==> src/design/fcd_pkg.sv <==
// package: flash command controller constants
package fcd_pkg;
    // command bytes
    localparam logic [7:0] CMD_READ_ARRAY = 8'hFF;
    localparam logic [7:0] CMD_READ_STATUS = 8'h70;
    localparam logic [7:0] CMD_READ_ID = 8'h90;
    localparam logic [7:0] CMD_READ_QUERY = 8'h98;
    localparam logic [7:0] CMD_CLEAR_STATUS = 8'h50;
    localparam logic [7:0] CMD_PROGRAM = 8'h40;
    localparam logic [7:0] CMD_BUF_PROGRAM = 8'hE8;
    localparam logic [7:0] CMD_CONFIRM = 8'hD0;
    localparam logic [7:0] CMD_ERASE = 8'h20;
    localparam logic [7:0] CMD_SUSPEND = 8'hB0;
    // status word bits
    localparam int SW_READY = 7;
    localparam int SW_ERASE_SUSP = 6;
    localparam int SW_ERASE_ERR = 5;
    localparam int SW_PROG_ERR = 4;
    localparam int SW_PROG_SUSP = 2;
    localparam logic [15:0] SW_RESET_VAL = 16'h0080;
    localparam int BUF_MAX_WORDS = 512;
    // own register map, byte offsets
    localparam logic [3:0] REG_CTRL = 4'h0;
    localparam logic [3:0] REG_ADDR = 4'h4;
    localparam logic [3:0] REG_WDATA = 4'h8;
    localparam logic [3:0] REG_STAT = 4'hC;
    // ctrl: [0] go write, [1] go read, [2] reset_powerdown (1 = assert)
    localparam int CTRL_WR = 0;
    localparam int CTRL_RD = 1;
    localparam int CTRL_RST = 2;
    // pin timing, ns, at 100 ns clock
    localparam int CLK_NS = 100;
    localparam int T_STROBE_NS = 100;
    localparam int T_ACCESS_NS = 200;
    localparam int T_STROBE_CYC = (T_STROBE_NS + CLK_NS - 1) / CLK_NS;
    localparam int T_ACCESS_CYC = (T_ACCESS_NS + CLK_NS - 1) / CLK_NS;
endpackage

==> src/design/fcd_pin_if.sv <==
// interface: request/answer path between register front and pin engine
`timescale 1ns/100ps
interface fcd_pin_if;
    logic req_wr;
    logic req_rd;
    logic [23:0] addr;
    logic [15:0] wdata;
    logic busy;
    logic done;
    logic [15:0] rdata;
    modport front (output req_wr, output req_rd, output addr, output wdata,
        input busy, input done, input rdata);
    modport engine (input req_wr, input req_rd, input addr, input wdata,
        output busy, output done, output rdata);
endinterface

==> src/design/fcd_pin_engine.sv <==
// module: one flash bus cycle on the pins, write or read
`timescale 1ns/100ps
module fcd_pin_engine (
    // clock and reset
    input wire logic hclk,
    input wire logic hresetn,
    // request side
    fcd_pin_if.engine pif,
    // flash pins
    output logic flash_ce_n,
    output logic flash_oe_n,
    output logic flash_we_n,
    output logic [23:0] flash_addr,
    input wire logic [15:0] flash_dq_in,
    output logic [15:0] flash_dq_out,
    output logic flash_dq_oe
);
    typedef enum logic [3:0] {
        PE_IDLE = 4'b0001,
        PE_WSTB = 4'b0010,
        PE_RSTB = 4'b0100,
        PE_END = 4'b1000
    } fcd_pe_t;
    fcd_pe_t state_ff;
    logic [7:0] cnt_ff;
    logic [15:0] rdata_ff;
    logic done_ff;

    assign pif.busy = (state_ff != PE_IDLE);
    assign pif.done = done_ff;
    assign pif.rdata = rdata_ff;

    always_ff @(posedge hclk or negedge hresetn)
    begin
        if (!hresetn)
        begin
            state_ff <= PE_IDLE;
            cnt_ff <= 8'h00;
            done_ff <= 1'b0;
            flash_ce_n <= 1'b1;
            flash_oe_n <= 1'b1;
            flash_we_n <= 1'b1;
            flash_addr <= 24'h00_0000;
            flash_dq_out <= 16'h0000;
            flash_dq_oe <= 1'b0;
            rdata_ff <= 16'h0000;
        end
        else
        begin
            done_ff <= 1'b0;
            case (state_ff)
                PE_IDLE:
                begin
                    // each access toggles chip select, so status refreshes
                    if (pif.req_wr)
                    begin
                        flash_addr <= pif.addr;
                        flash_dq_out <= pif.wdata;
                        flash_dq_oe <= 1'b1;
                        flash_ce_n <= 1'b0;
                        flash_we_n <= 1'b0;
                        cnt_ff <= 8'(fcd_pkg::T_STROBE_CYC);
                        state_ff <= PE_WSTB;
                    end
                    else if (pif.req_rd)
                    begin
                        flash_addr <= pif.addr;
                        flash_ce_n <= 1'b0;
                        flash_oe_n <= 1'b0;
                        cnt_ff <= 8'(fcd_pkg::T_ACCESS_CYC);
                        state_ff <= PE_RSTB;
                    end
                end
                PE_WSTB:
                begin
                    cnt_ff <= cnt_ff - 8'h01;
                    if (cnt_ff == 8'h01)
                    begin
                        // data held while we_n rises: device latches here
                        flash_we_n <= 1'b1;
                        state_ff <= PE_END;
                    end
                end
                PE_RSTB:
                begin
                    cnt_ff <= cnt_ff - 8'h01;
                    if (cnt_ff == 8'h01)
                    begin
                        rdata_ff <= flash_dq_in;
                        flash_oe_n <= 1'b1;
                        state_ff <= PE_END;
                    end
                end
                PE_END:
                begin
                    flash_ce_n <= 1'b1;
                    flash_dq_oe <= 1'b0;
                    done_ff <= 1'b1;
                    state_ff <= PE_IDLE;
                end
                default:
                begin
                    state_ff <= PE_IDLE;
                end
            endcase
        end
    end
endmodule // fcd_pin_engine

==> src/design/fcd_host.sv <==
// module: host-side flash command controller with AHB-Lite register slave
`timescale 1ns/100ps
// Contract
// - 0x40 then one write of address and data programs one word.
// - chip select or output enable must toggle for status to refresh.
// - after programming, write array read before reading array data.
// - 0xE8 opens buffered program of at most 512 words.
// - confirm 0xD0 after buffer loading starts the array write.
module fcd_host (
    // clock and reset
    input wire logic hclk,
    input wire logic hresetn,
    // ahb-lite slave
    input wire logic hsel,
    input wire logic [31:0] haddr,
    input wire logic [1:0] htrans,
    input wire logic hwrite,
    input wire logic [2:0] hsize,
    input wire logic [31:0] hwdata,
    input wire logic hready,
    output logic hreadyout,
    output logic hresp,
    output logic [31:0] hrdata,
    // flash pins
    output logic flash_ce_n,
    output logic flash_oe_n,
    output logic flash_we_n,
    output logic [23:0] flash_addr,
    input wire logic [15:0] flash_dq_in,
    output logic [15:0] flash_dq_out,
    output logic flash_dq_oe,
    output logic reset_powerdown_n
);
    typedef enum logic [2:0] {
        MD_ARRAY = 3'b001,
        MD_STATUS = 3'b010,
        MD_OTHER = 3'b100
    } fcd_mode_t;

    fcd_pin_if pif ();
    logic [23:0] addr_ff;
    logic [15:0] wdata_ff;
    logic [15:0] rdata_ff;
    logic rst_ff;
    logic req_wr_ff;
    logic req_rd_ff;
    logic pend_ff;
    logic wr_ph_ff;
    logic [3:0] off_ff;
    fcd_mode_t mode_ff;
    logic setup_ff;
    logic [9:0] words_ff;
    logic buf_err_ff;
    logic [7:0] cmd;

    ////////////////////////////////////////////////////////////////////////////
    // ahb slave: zero wait except ctrl writes while a pin cycle runs
    assign hresp = 1'b0;
    assign hreadyout = !(wr_ph_ff && off_ff == fcd_pkg::REG_CTRL && pend_ff);
    wire addr_ok = hsel && hready && htrans[1];

    always_ff @(posedge hclk or negedge hresetn)
    begin
        if (!hresetn)
        begin
            wr_ph_ff <= 1'b0;
            off_ff <= 4'h0;
        end
        else if (hreadyout)
        begin
            wr_ph_ff <= addr_ok && hwrite;
            off_ff <= haddr[3:0];
        end
    end

    always_ff @(posedge hclk or negedge hresetn)
    begin
        if (!hresetn)
            hrdata <= 32'h0000_0000;
        else if (addr_ok && !hwrite)
        begin
            case (haddr[3:0])
                fcd_pkg::REG_ADDR: hrdata <= {8'h00, addr_ff};
                fcd_pkg::REG_WDATA: hrdata <= {16'h0000, wdata_ff};
                fcd_pkg::REG_STAT: hrdata <= {rdata_ff, 3'b000, buf_err_ff, 1'b0,
                    setup_ff, mode_ff != MD_ARRAY, pend_ff, 8'h00};
                default: hrdata <= {29'h0000_0000, rst_ff, 2'b00};
            endcase
        end
    end

    ////////////////////////////////////////////////////////////////////////////
    // operand registers and go bits
    wire ctrl_wr = wr_ph_ff && hreadyout && off_ff == fcd_pkg::REG_CTRL;
    always_ff @(posedge hclk or negedge hresetn)
    begin
        if (!hresetn)
        begin
            addr_ff <= 24'h00_0000;
            wdata_ff <= 16'h0000;
            rst_ff <= 1'b0;
        end
        else if (wr_ph_ff)
        begin
            if (off_ff == fcd_pkg::REG_ADDR)
                addr_ff <= hwdata[23:0];
            if (off_ff == fcd_pkg::REG_WDATA)
                wdata_ff <= hwdata[15:0];
            // holding reset_powerdown ends suspend and aborts work
            if (ctrl_wr)
                rst_ff <= hwdata[fcd_pkg::CTRL_RST];
        end
    end
    assign reset_powerdown_n = !rst_ff;

    always_ff @(posedge hclk or negedge hresetn)
    begin
        if (!hresetn)
        begin
            req_wr_ff <= 1'b0;
            req_rd_ff <= 1'b0;
            pend_ff <= 1'b0;
        end
        else
        begin
            req_wr_ff <= 1'b0;
            req_rd_ff <= 1'b0;
            if (ctrl_wr && !rst_ff && !hwdata[fcd_pkg::CTRL_RST])
            begin
                req_wr_ff <= hwdata[fcd_pkg::CTRL_WR];
                req_rd_ff <= hwdata[fcd_pkg::CTRL_RD] && !hwdata[fcd_pkg::CTRL_WR];
                pend_ff <= hwdata[fcd_pkg::CTRL_WR] | hwdata[fcd_pkg::CTRL_RD];
            end
            else if (pif.done)
                pend_ff <= 1'b0;
        end
    end

    assign pif.req_wr = req_wr_ff;
    assign pif.req_rd = req_rd_ff;
    // any address serves, command port has no location
    assign pif.addr = addr_ff;
    assign pif.wdata = wdata_ff;

    always_ff @(posedge hclk or negedge hresetn)
    begin
        if (!hresetn)
            rdata_ff <= 16'h0000;
        else if (pif.done && !pif.busy)
            rdata_ff <= pif.rdata;
    end

    ////////////////////////////////////////////////////////////////////////////
    // shadow of the device's read mode, for software's benefit
    assign cmd = wdata_ff[7:0];
    always_ff @(posedge hclk or negedge hresetn)
    begin
        if (!hresetn)
        begin
            mode_ff <= MD_ARRAY;
            setup_ff <= 1'b0;
            words_ff <= 10'h000;
            buf_err_ff <= 1'b0;
        end
        else if (rst_ff)
        begin
            mode_ff <= MD_ARRAY;
            setup_ff <= 1'b0;
            words_ff <= 10'h000;
        end
        else if (req_wr_ff)
        begin
            if (setup_ff)
            begin
                // second cycle: data/confirm, device answers with status
                setup_ff <= 1'b0;
                mode_ff <= MD_STATUS;
            end
            else if (words_ff != 10'h000)
            begin
                words_ff <= words_ff - 10'h001;
                if (words_ff == 10'h001)
                    setup_ff <= 1'b1; // next write is confirm
            end
            else
            begin
                case (cmd)
                    fcd_pkg::CMD_READ_ARRAY: mode_ff <= MD_ARRAY;
                    fcd_pkg::CMD_READ_STATUS: mode_ff <= MD_STATUS;
                    fcd_pkg::CMD_READ_ID: mode_ff <= MD_OTHER;
                    fcd_pkg::CMD_READ_QUERY: mode_ff <= MD_OTHER;
                    fcd_pkg::CMD_CLEAR_STATUS: buf_err_ff <= 1'b0;
                    fcd_pkg::CMD_PROGRAM, fcd_pkg::CMD_ERASE:
                    begin
                        setup_ff <= 1'b1;
                        mode_ff <= MD_STATUS;
                    end
                    // suspend and resume need no shadow step
                    default: mode_ff <= mode_ff;
                endcase
            end
        end
        else if (ctrl_wr && hwdata[fcd_pkg::CTRL_WR] && hwdata[15:6] != 10'h000)
        begin
            // word count in ctrl[15:6] arms a buffered load; a count above buffer size sets buf_err_ff instead
            if (hwdata[15:6] > 10'(fcd_pkg::BUF_MAX_WORDS))
                buf_err_ff <= 1'b1;
            else
                // one extra count: the arming write itself carries the buffer command
                words_ff <= hwdata[15:6] + 10'h001;
        end
    end

    ////////////////////////////////////////////////////////////////////////////
    fcd_pin_engine u_engine (
        .hclk(hclk),
        .hresetn(hresetn),
        .pif(pif),
        .flash_ce_n(flash_ce_n),
        .flash_oe_n(flash_oe_n),
        .flash_we_n(flash_we_n),
        .flash_addr(flash_addr),
        .flash_dq_in(flash_dq_in),
        .flash_dq_out(flash_dq_out),
        .flash_dq_oe(flash_dq_oe)
    );
endmodule // fcd_host

==> config.mk <==
export PLATFORM = sky130hd
export DESIGN_NAME = fcd_host
export DESIGN_NICKNAME = d
export VERILOG_FILES = /design/src/design/fcd_pkg.sv /design/src/design/fcd_pin_if.sv /design/src/design/fcd_pin_engine.sv /design/src/design/fcd_host.sv
export SDC_FILE = /design/constraint.sdc
export NUM_CORES = 1
export LEC_CHECK = 0
export BUFFER_PORTS_ARGS = -buffer_cell sky130_fd_sc_hd__buf_4
export CAP_MARGIN = 30
export CORE_AREA = 3 3 133 135
export DETAILED_ROUTE_END_ITERATION = 7
export DIE_AREA = 0 0 136 138
export GPL_TIMING_DRIVEN = 0
export PLACE_DENSITY = 0.75
export SLEW_MARGIN = 20
export SYNTH_ARGS = -nofsm -noshare
export SYNTH_HDL_FRONTEND = slang
export SYNTH_SLANG_ARGS = --single-unit
==> constraint.sdc <==
create_clock -name hclk -period 1.95 [get_ports hclk]
set_input_delay 0.195 -clock hclk [delete_from_list [all_inputs] [get_ports hclk]]
set_output_delay 0.195 -clock hclk [all_outputs]
set_load 0.05 [all_outputs]
Yosys cells after proc, flatten, opt, wreduce, memory -nomap -nowiden

Index checks and enable logic that the tools add are counted.

Logic and storage cells: 165
Input bits: 90
Output and inout bits: 79
Register bits: 185

Order comparisons: 1
Muxes and demuxes: 48
Bitwise operators: 2
Add/subtract/negate cells: 3
Eq/ne operators: 34
Reductions and logical operators: 53

Operators by type and width:

| kind                  | number |
|---|---|
| $pmux 32 s3           | 1 |
| $mux 10               | 6 |
| $mux 24               | 2 |
| $eq 8x7->1 const B    | 3 |
| $eq 8x8->1 const B    | 3 |
| $mux 1                | 23 |
| $reduce_and 2->1      | 10 |
| $reduce_bool 10->1    | 2 |
| $reduce_bool 2->1     | 9 |
| $eq 4x4->1 const B    | 4 |
| $mux 8                | 2 |
| $pmux 8 s2            | 1 |
| $logic_and 1x1->1     | 14 |
| $eq 4x3->1 const B    | 3 |
| $mux 3                | 4 |
| $mux 4                | 3 |
| $ne 3x3->1 const B    | 4 |
| $add 10x1->10 const B | 1 |
| $eq 10x1->1 const B   | 1 |
| $gt 10x10->1 const B  | 1 |
| $ne 2x2->1 const B    | 5 |
| $sub 10x1->10 const B | 1 |
| $pmux 3 s3            | 1 |
| $eq 8x1->1 const B    | 1 |
| 21 further kinds      | 36 |

Longest topological paths before layout

Depth in word-level cells: 11
Gate-level depth with buffers: 8
Depth with buffers taken out: 7

Cells and area by module

From an unflattened synthesis, not the netlist that was laid out.

Cell total of the unflattened synthesis: 670
Area, all modules: 8260.4 sq um

By module, submodules not included:

| module         | cells each | area an instance (sq um) | times used |
|---|---|---|---|
| fcd_host       | 473        | 5193.7                   | 1 |
| fcd_pin_engine | 197        | 3066.7                   | 1 |

Worst setup path after synthesis

No wires, ideal clock.

Path kind: reg-to-reg
Start point: register off_ff[1]
End point: register words_ff[2]
Clock period less this slack: 2.083 ns
Setup slack: -0.133 ns
Stages on the path, launching flop included: 7
Required time: 1.855 ns
Data arrival time: 1.987 ns
Buffers on the path: 1
Path through: dfrtp_1 or4b_1 nor4b_4 a41oi_2 and2_1 buf_6 o31ai_1

Cells in the longest elaborated chain, start to end: 10

RTL lines:

| item                                   | line                           | RTL |
|---|---|---|
| from (decl)                            | fcd_host.sv:49                 | `logic [3:0] off_ff;` |
| from (signal assigned)                 | fcd_host.sv:72                 | `off_ff <= haddr[3:0];` |
| $logic_not 4->1 (*)                    | fcd_host.sv:59, fcd_host.sv:94 |  |
| $logic_and 1x1->1 (2 in series)        | fcd_host.sv:59                 | `assign hreadyout = !(wr_ph_ff && off_ff == fcd_pkg::REG_CTRL && pend_ff);` |
| $logic_not 1->1                        | fcd_host.sv:59                 |  |
| $logic_and 1x1->1                      | fcd_host.sv:94                 | `wire ctrl_wr = wr_ph_ff && hreadyout && off_ff == fcd_pkg::REG_CTRL;` |
| $logic_and 1x1->1 (*)                  | fcd_host.sv:94                 |  |
| $logic_and 1x1->1 (*) (2 in series)    | fcd_host.sv:203                | `else if (ctrl_wr && hwdata[fcd_pkg::CTRL_WR] && hwdata[15:6] != 10'h000)` |
| $reduce_bool 3->1 (no source line) (*) | n/a                            |  |
| $reduce_and 4->1 (no source line) (*)  | n/a                            |  |
| to (signal assigned)                   | fcd_host.sv:181                | `words_ff <= words_ff - 10'h001;` |
| to (signal assigned)                   | fcd_host.sv:210                | `words_ff <= hwdata[15:6] + 10'h001;` |
| to (decl)                              | fcd_host.sv:52                 | `logic [9:0] words_ff;` |

Every way passes the cells marked *; elsewhere a longest branch is shown, timed or not.
A chain may end at the register's enable or synchronous reset.

Final worst setup path

Start point: register off_ff[3]
End point: output hreadyout

Cells in the longest elaborated chain, start to end: 4

RTL lines:

| item                            | line           | RTL |
|---|---|---|
| $logic_not 4->1                 | fcd_host.sv:59 |  |
| $logic_and 1x1->1 (2 in series) | fcd_host.sv:59 |  |
| $logic_not 1->1                 | fcd_host.sv:59 |  |
| to (decl)                       | fcd_host.sv:21 | `output logic hreadyout,` |

Every way passes these cells.

==> qor.yml <==
synth_seq_area_share_pct: 57.10
grt_max_degree: 99
worst-path-stages: 3
path_cells: "or4b_4 > or3_4 > buf_6"
hp-class: "primary input to register"
rows: 47
drc: 0
met3_length_mm: 1.259
fp.dieH_um: 138
switchingPower_mw: 2.009
fmax_mhz: 470.7
tightest_slew_ns: 0.8230
cts-root-buf: "clkbuf_16"
yosys.area.top_type: "dfrtp_1"
synth_ff_type: "dfrtp_1"
cts_made_buffers: 17
dpl.hpwl_mm: 14.68
arrival_ns: 1.93
hold_viol: 0
cts.path.max_buffers: 2
worstPathRequired_ns: 1.75
r2r_start: "off_ff[3]"
wl_met2_mm: 10.85
avgSynthCellArea_um2: 11.72
setup-violations-final: 12
dr_total_vias: 6324
placement.io_buffers: 124
sw_frac_of_total_pct: 24.71
period_needed_ns: 2.124
end_kind: "output pin"
synth_edf_count: 0
rsz0062_at_grt: "true"
grt_pass1_wl_mm: 35.00
critical_path_buf_inv_count: 1
cts.sinks: 185
vias_per_cell: 5.692
drt-total-wl_mm: 22.41
antenna_left: 0
p_clk_share_pct: 42.6
antenna_cells: 0
slew_headroom_pct: 45.13
r2r_setup_slack_ns: -0.13
start_util_pct: 48.96
ys_async_sr_fraction_pct: 100.0
grt_pass1_vias: 6434
synth_nets: 790
fin_crit_sh_pct: 108.9
ys_ff_latch: 185
synth_top_area_share_pct: 55.48
intPower_mw: 6.121
htreeDepth: 4
p_seq_share_pct: 49.2
violations: "setup timing"
outcome: "finished with violations"
die-area_um2: 18770
tns_ns: -0.9544
clock_latency_ns: 0.44
gr-total-overflow: 0
highest_layer: "met4"
worstHoldStart: "hwdata[0]"
boundaryPins: 169
wl_per_cell_um: 20.17
syn2layout_area_growth_pct: 31.59
yosysUniqueCellTypes: 55
critical_path.max_stage_delay_ns: 0.58
drtIter0Drc: 486
maxCapViolations: 0
clkTransAtPathRegs_ns: 0.07
finalWeightedCongestion: 0.9123
die_x_um: 136
slew_violations: 0
setup.worst_path.start: "off_ff[3]"
critPathSlowestCell: "or4b_4"
drive_gt1_share_pct: 38.61
synthCells: 693
synth_area_leaders: "dfrtp_1 55%, mux2_2 15%, o21ai_0 3.5%"
fin_nets: 976
cts_tree: "built"
synth_warnings: 0
critical_path_class: "register to output pin"
p_per_area_nw_per_um2: 760.9
post-route-util_pct: 64.43
power_frac_comb_pct: 8.2
cp-start-kind: "register"
firstDrtPassIters: 6
max-vdd-ir-drop_mv: 0.6122
track_usage_pct: 24.25
wl_met1_mm: 9.555
endpoint: "hreadyout"
r2r_cells: 7
worst_slack_ns: -0.1744
p_leak_nw: 4.993
synthesis.area_um2: 8119
core_area_um2: 16580
clock_skew_ns: 0.01794
cp_max_fo: 4
crit_family: "simple AND/OR/NAND/NOR gates"
r2r_end: "words_ff[0]"
grt_antenna_before_repair: 0
what timing repair did:
action,CTS,global route
hold endpoints to repair,121,1
gates resized for setup,55,26
hold buffers,29,1
pin swaps,14,5
cloned,0,0
endpoints found under the setup margin,115,69
buffers inserted,16,1
final cells by class:
| cell class | instances | area, um2 |
|---|---|---|
| fillers | 1257 | 5899 |
| flip-flops and latches | 185 | 4639 |
| multi-input cells | 451 | 3496 |
| repair buffers | 172 | 1413 |
| clock buffers | 18 | 429.2 |
| well taps | 220 | 275.3 |
| plain buffers | 33 | 188.9 |
| clock inverters | 13 | 161.4 |
| inverters | 19 | 81.33 |
cells by family (layout without fill, tap and decap cells):
group | Yosys count | count (layout) | share of synthesized area, %
AOI/OAI and AO/OA | 125 | 125 | 9.878
xor gates and xnor gates | 19 | 19 | 2.050
adders and majority gates | 7 | 7 | 1.079
buffers and inverters | 57 | 255 | 2.882
DFF | 185 | 185 | 57.10
muxes | 112 | 112 | 15.50
other | 1 | 1 | 0.04619
and+or+nand+nor | 187 | 187 | 11.47
power groups by stage:
stage,combinational (mW),sequential (mW),clock [mW]
after floorplan,0.239,4.09,0
after global placement,0.554,4.05,0
after detailed placement,0.569,4.06,0
after CTS,0.655,3.99,3.52
after global routing,0.728,4.00,3.68
final,0.667,4.00,3.46
placed cells by master (no fill, tap or decap), drive strengths merged, types with 7 or more instances in the layout:
master       count
dfrtp          180
dlygate4sd3     30
xor2            10
a21oi            7
a22oi           25
mux2           110
inv             23
o31ai            7
and2             9
nor4            10
nand2           74
o21ai           57
clkbuf          45
nand3           14
nand4            7
nor3             7
nor2            33
ha               7
buf            148
xnor2            9
cell usage after synthesis (7+ instances only):
library cell,number
mux2_2,110
xnor2_1,9
dfrtp_1,180
o21ai_0,57
and2_1,9
nand2_1,74
ha_1,7
nand3_1,14
nor2_1,33
nor3_1,7
clkbuf_1,34
nor4_1,10
nand4_1,7
o31ai_1,7
a22oi_1,25
xor2_1,10
inv_1,18
a21oi_1,7
metrics by stage:
| step | worst slack [ns] | hold WS, ns | cells | instance area, um2 | total power, mW |
|---|---|---|---|---|---|
| finish | -0.1744 | 0.02902 | 1111 | 10680 | 8.130 |
| global route | -0.2059 | 0.02410 | 1111 | 10680 | 8.417 |
| CTS | -0.1757 | 0.004892 | 1111 | 10590 | 8.163 |
| detailed placement | -0.8972 | 0.2818 | 1038 | 9412 | 4.626 |
| global placement | -0.8687 | 0.4213 | 1037 | 9376 | 4.608 |
| floorplan | -0.01238 | -0.1006 | 693 | 8170 | 4.328 |
how the worst min path moves through the flow:
stage,cells past startpoint,slack [ns],to
2_1_floorplan,0,-0.10,addr_ff[0]
3_3_place_gp,2,0.42,off_ff[1]
3_5_place_dp,1,0.28,hrdata[30]
4_1_cts,2,0.005,u_engine.pif.rdata[2]
5_1_grt,2,0.02,rst_ff
6_report,2,0.03,pif.req_wr
layer usage:
metal | up-vias | track usage (%)
li1 | 2850 | -
met1 | 3203 | 33.16
met2 | 218 | 38.07
met3 | 53 | 4.797
met4 | 0 | 9.920
met5 | - | 0
flip-flops by register name, summed over array words and instances (netlist names), 3 cells and up:
name                   flops
hrdata                    32
addr_ff                   24
off_ff                     4
u_engine.flash_dq_out     16
rdata_ff                  16
words_ff                  10
u_engine.state_ff          4
u_engine.cnt_ff            8
mode_ff                    3
u_engine.pif.rdata        16
pif.wdata                 16
u_engine.flash_addr       24
Power figures use the tool's default switching activity.
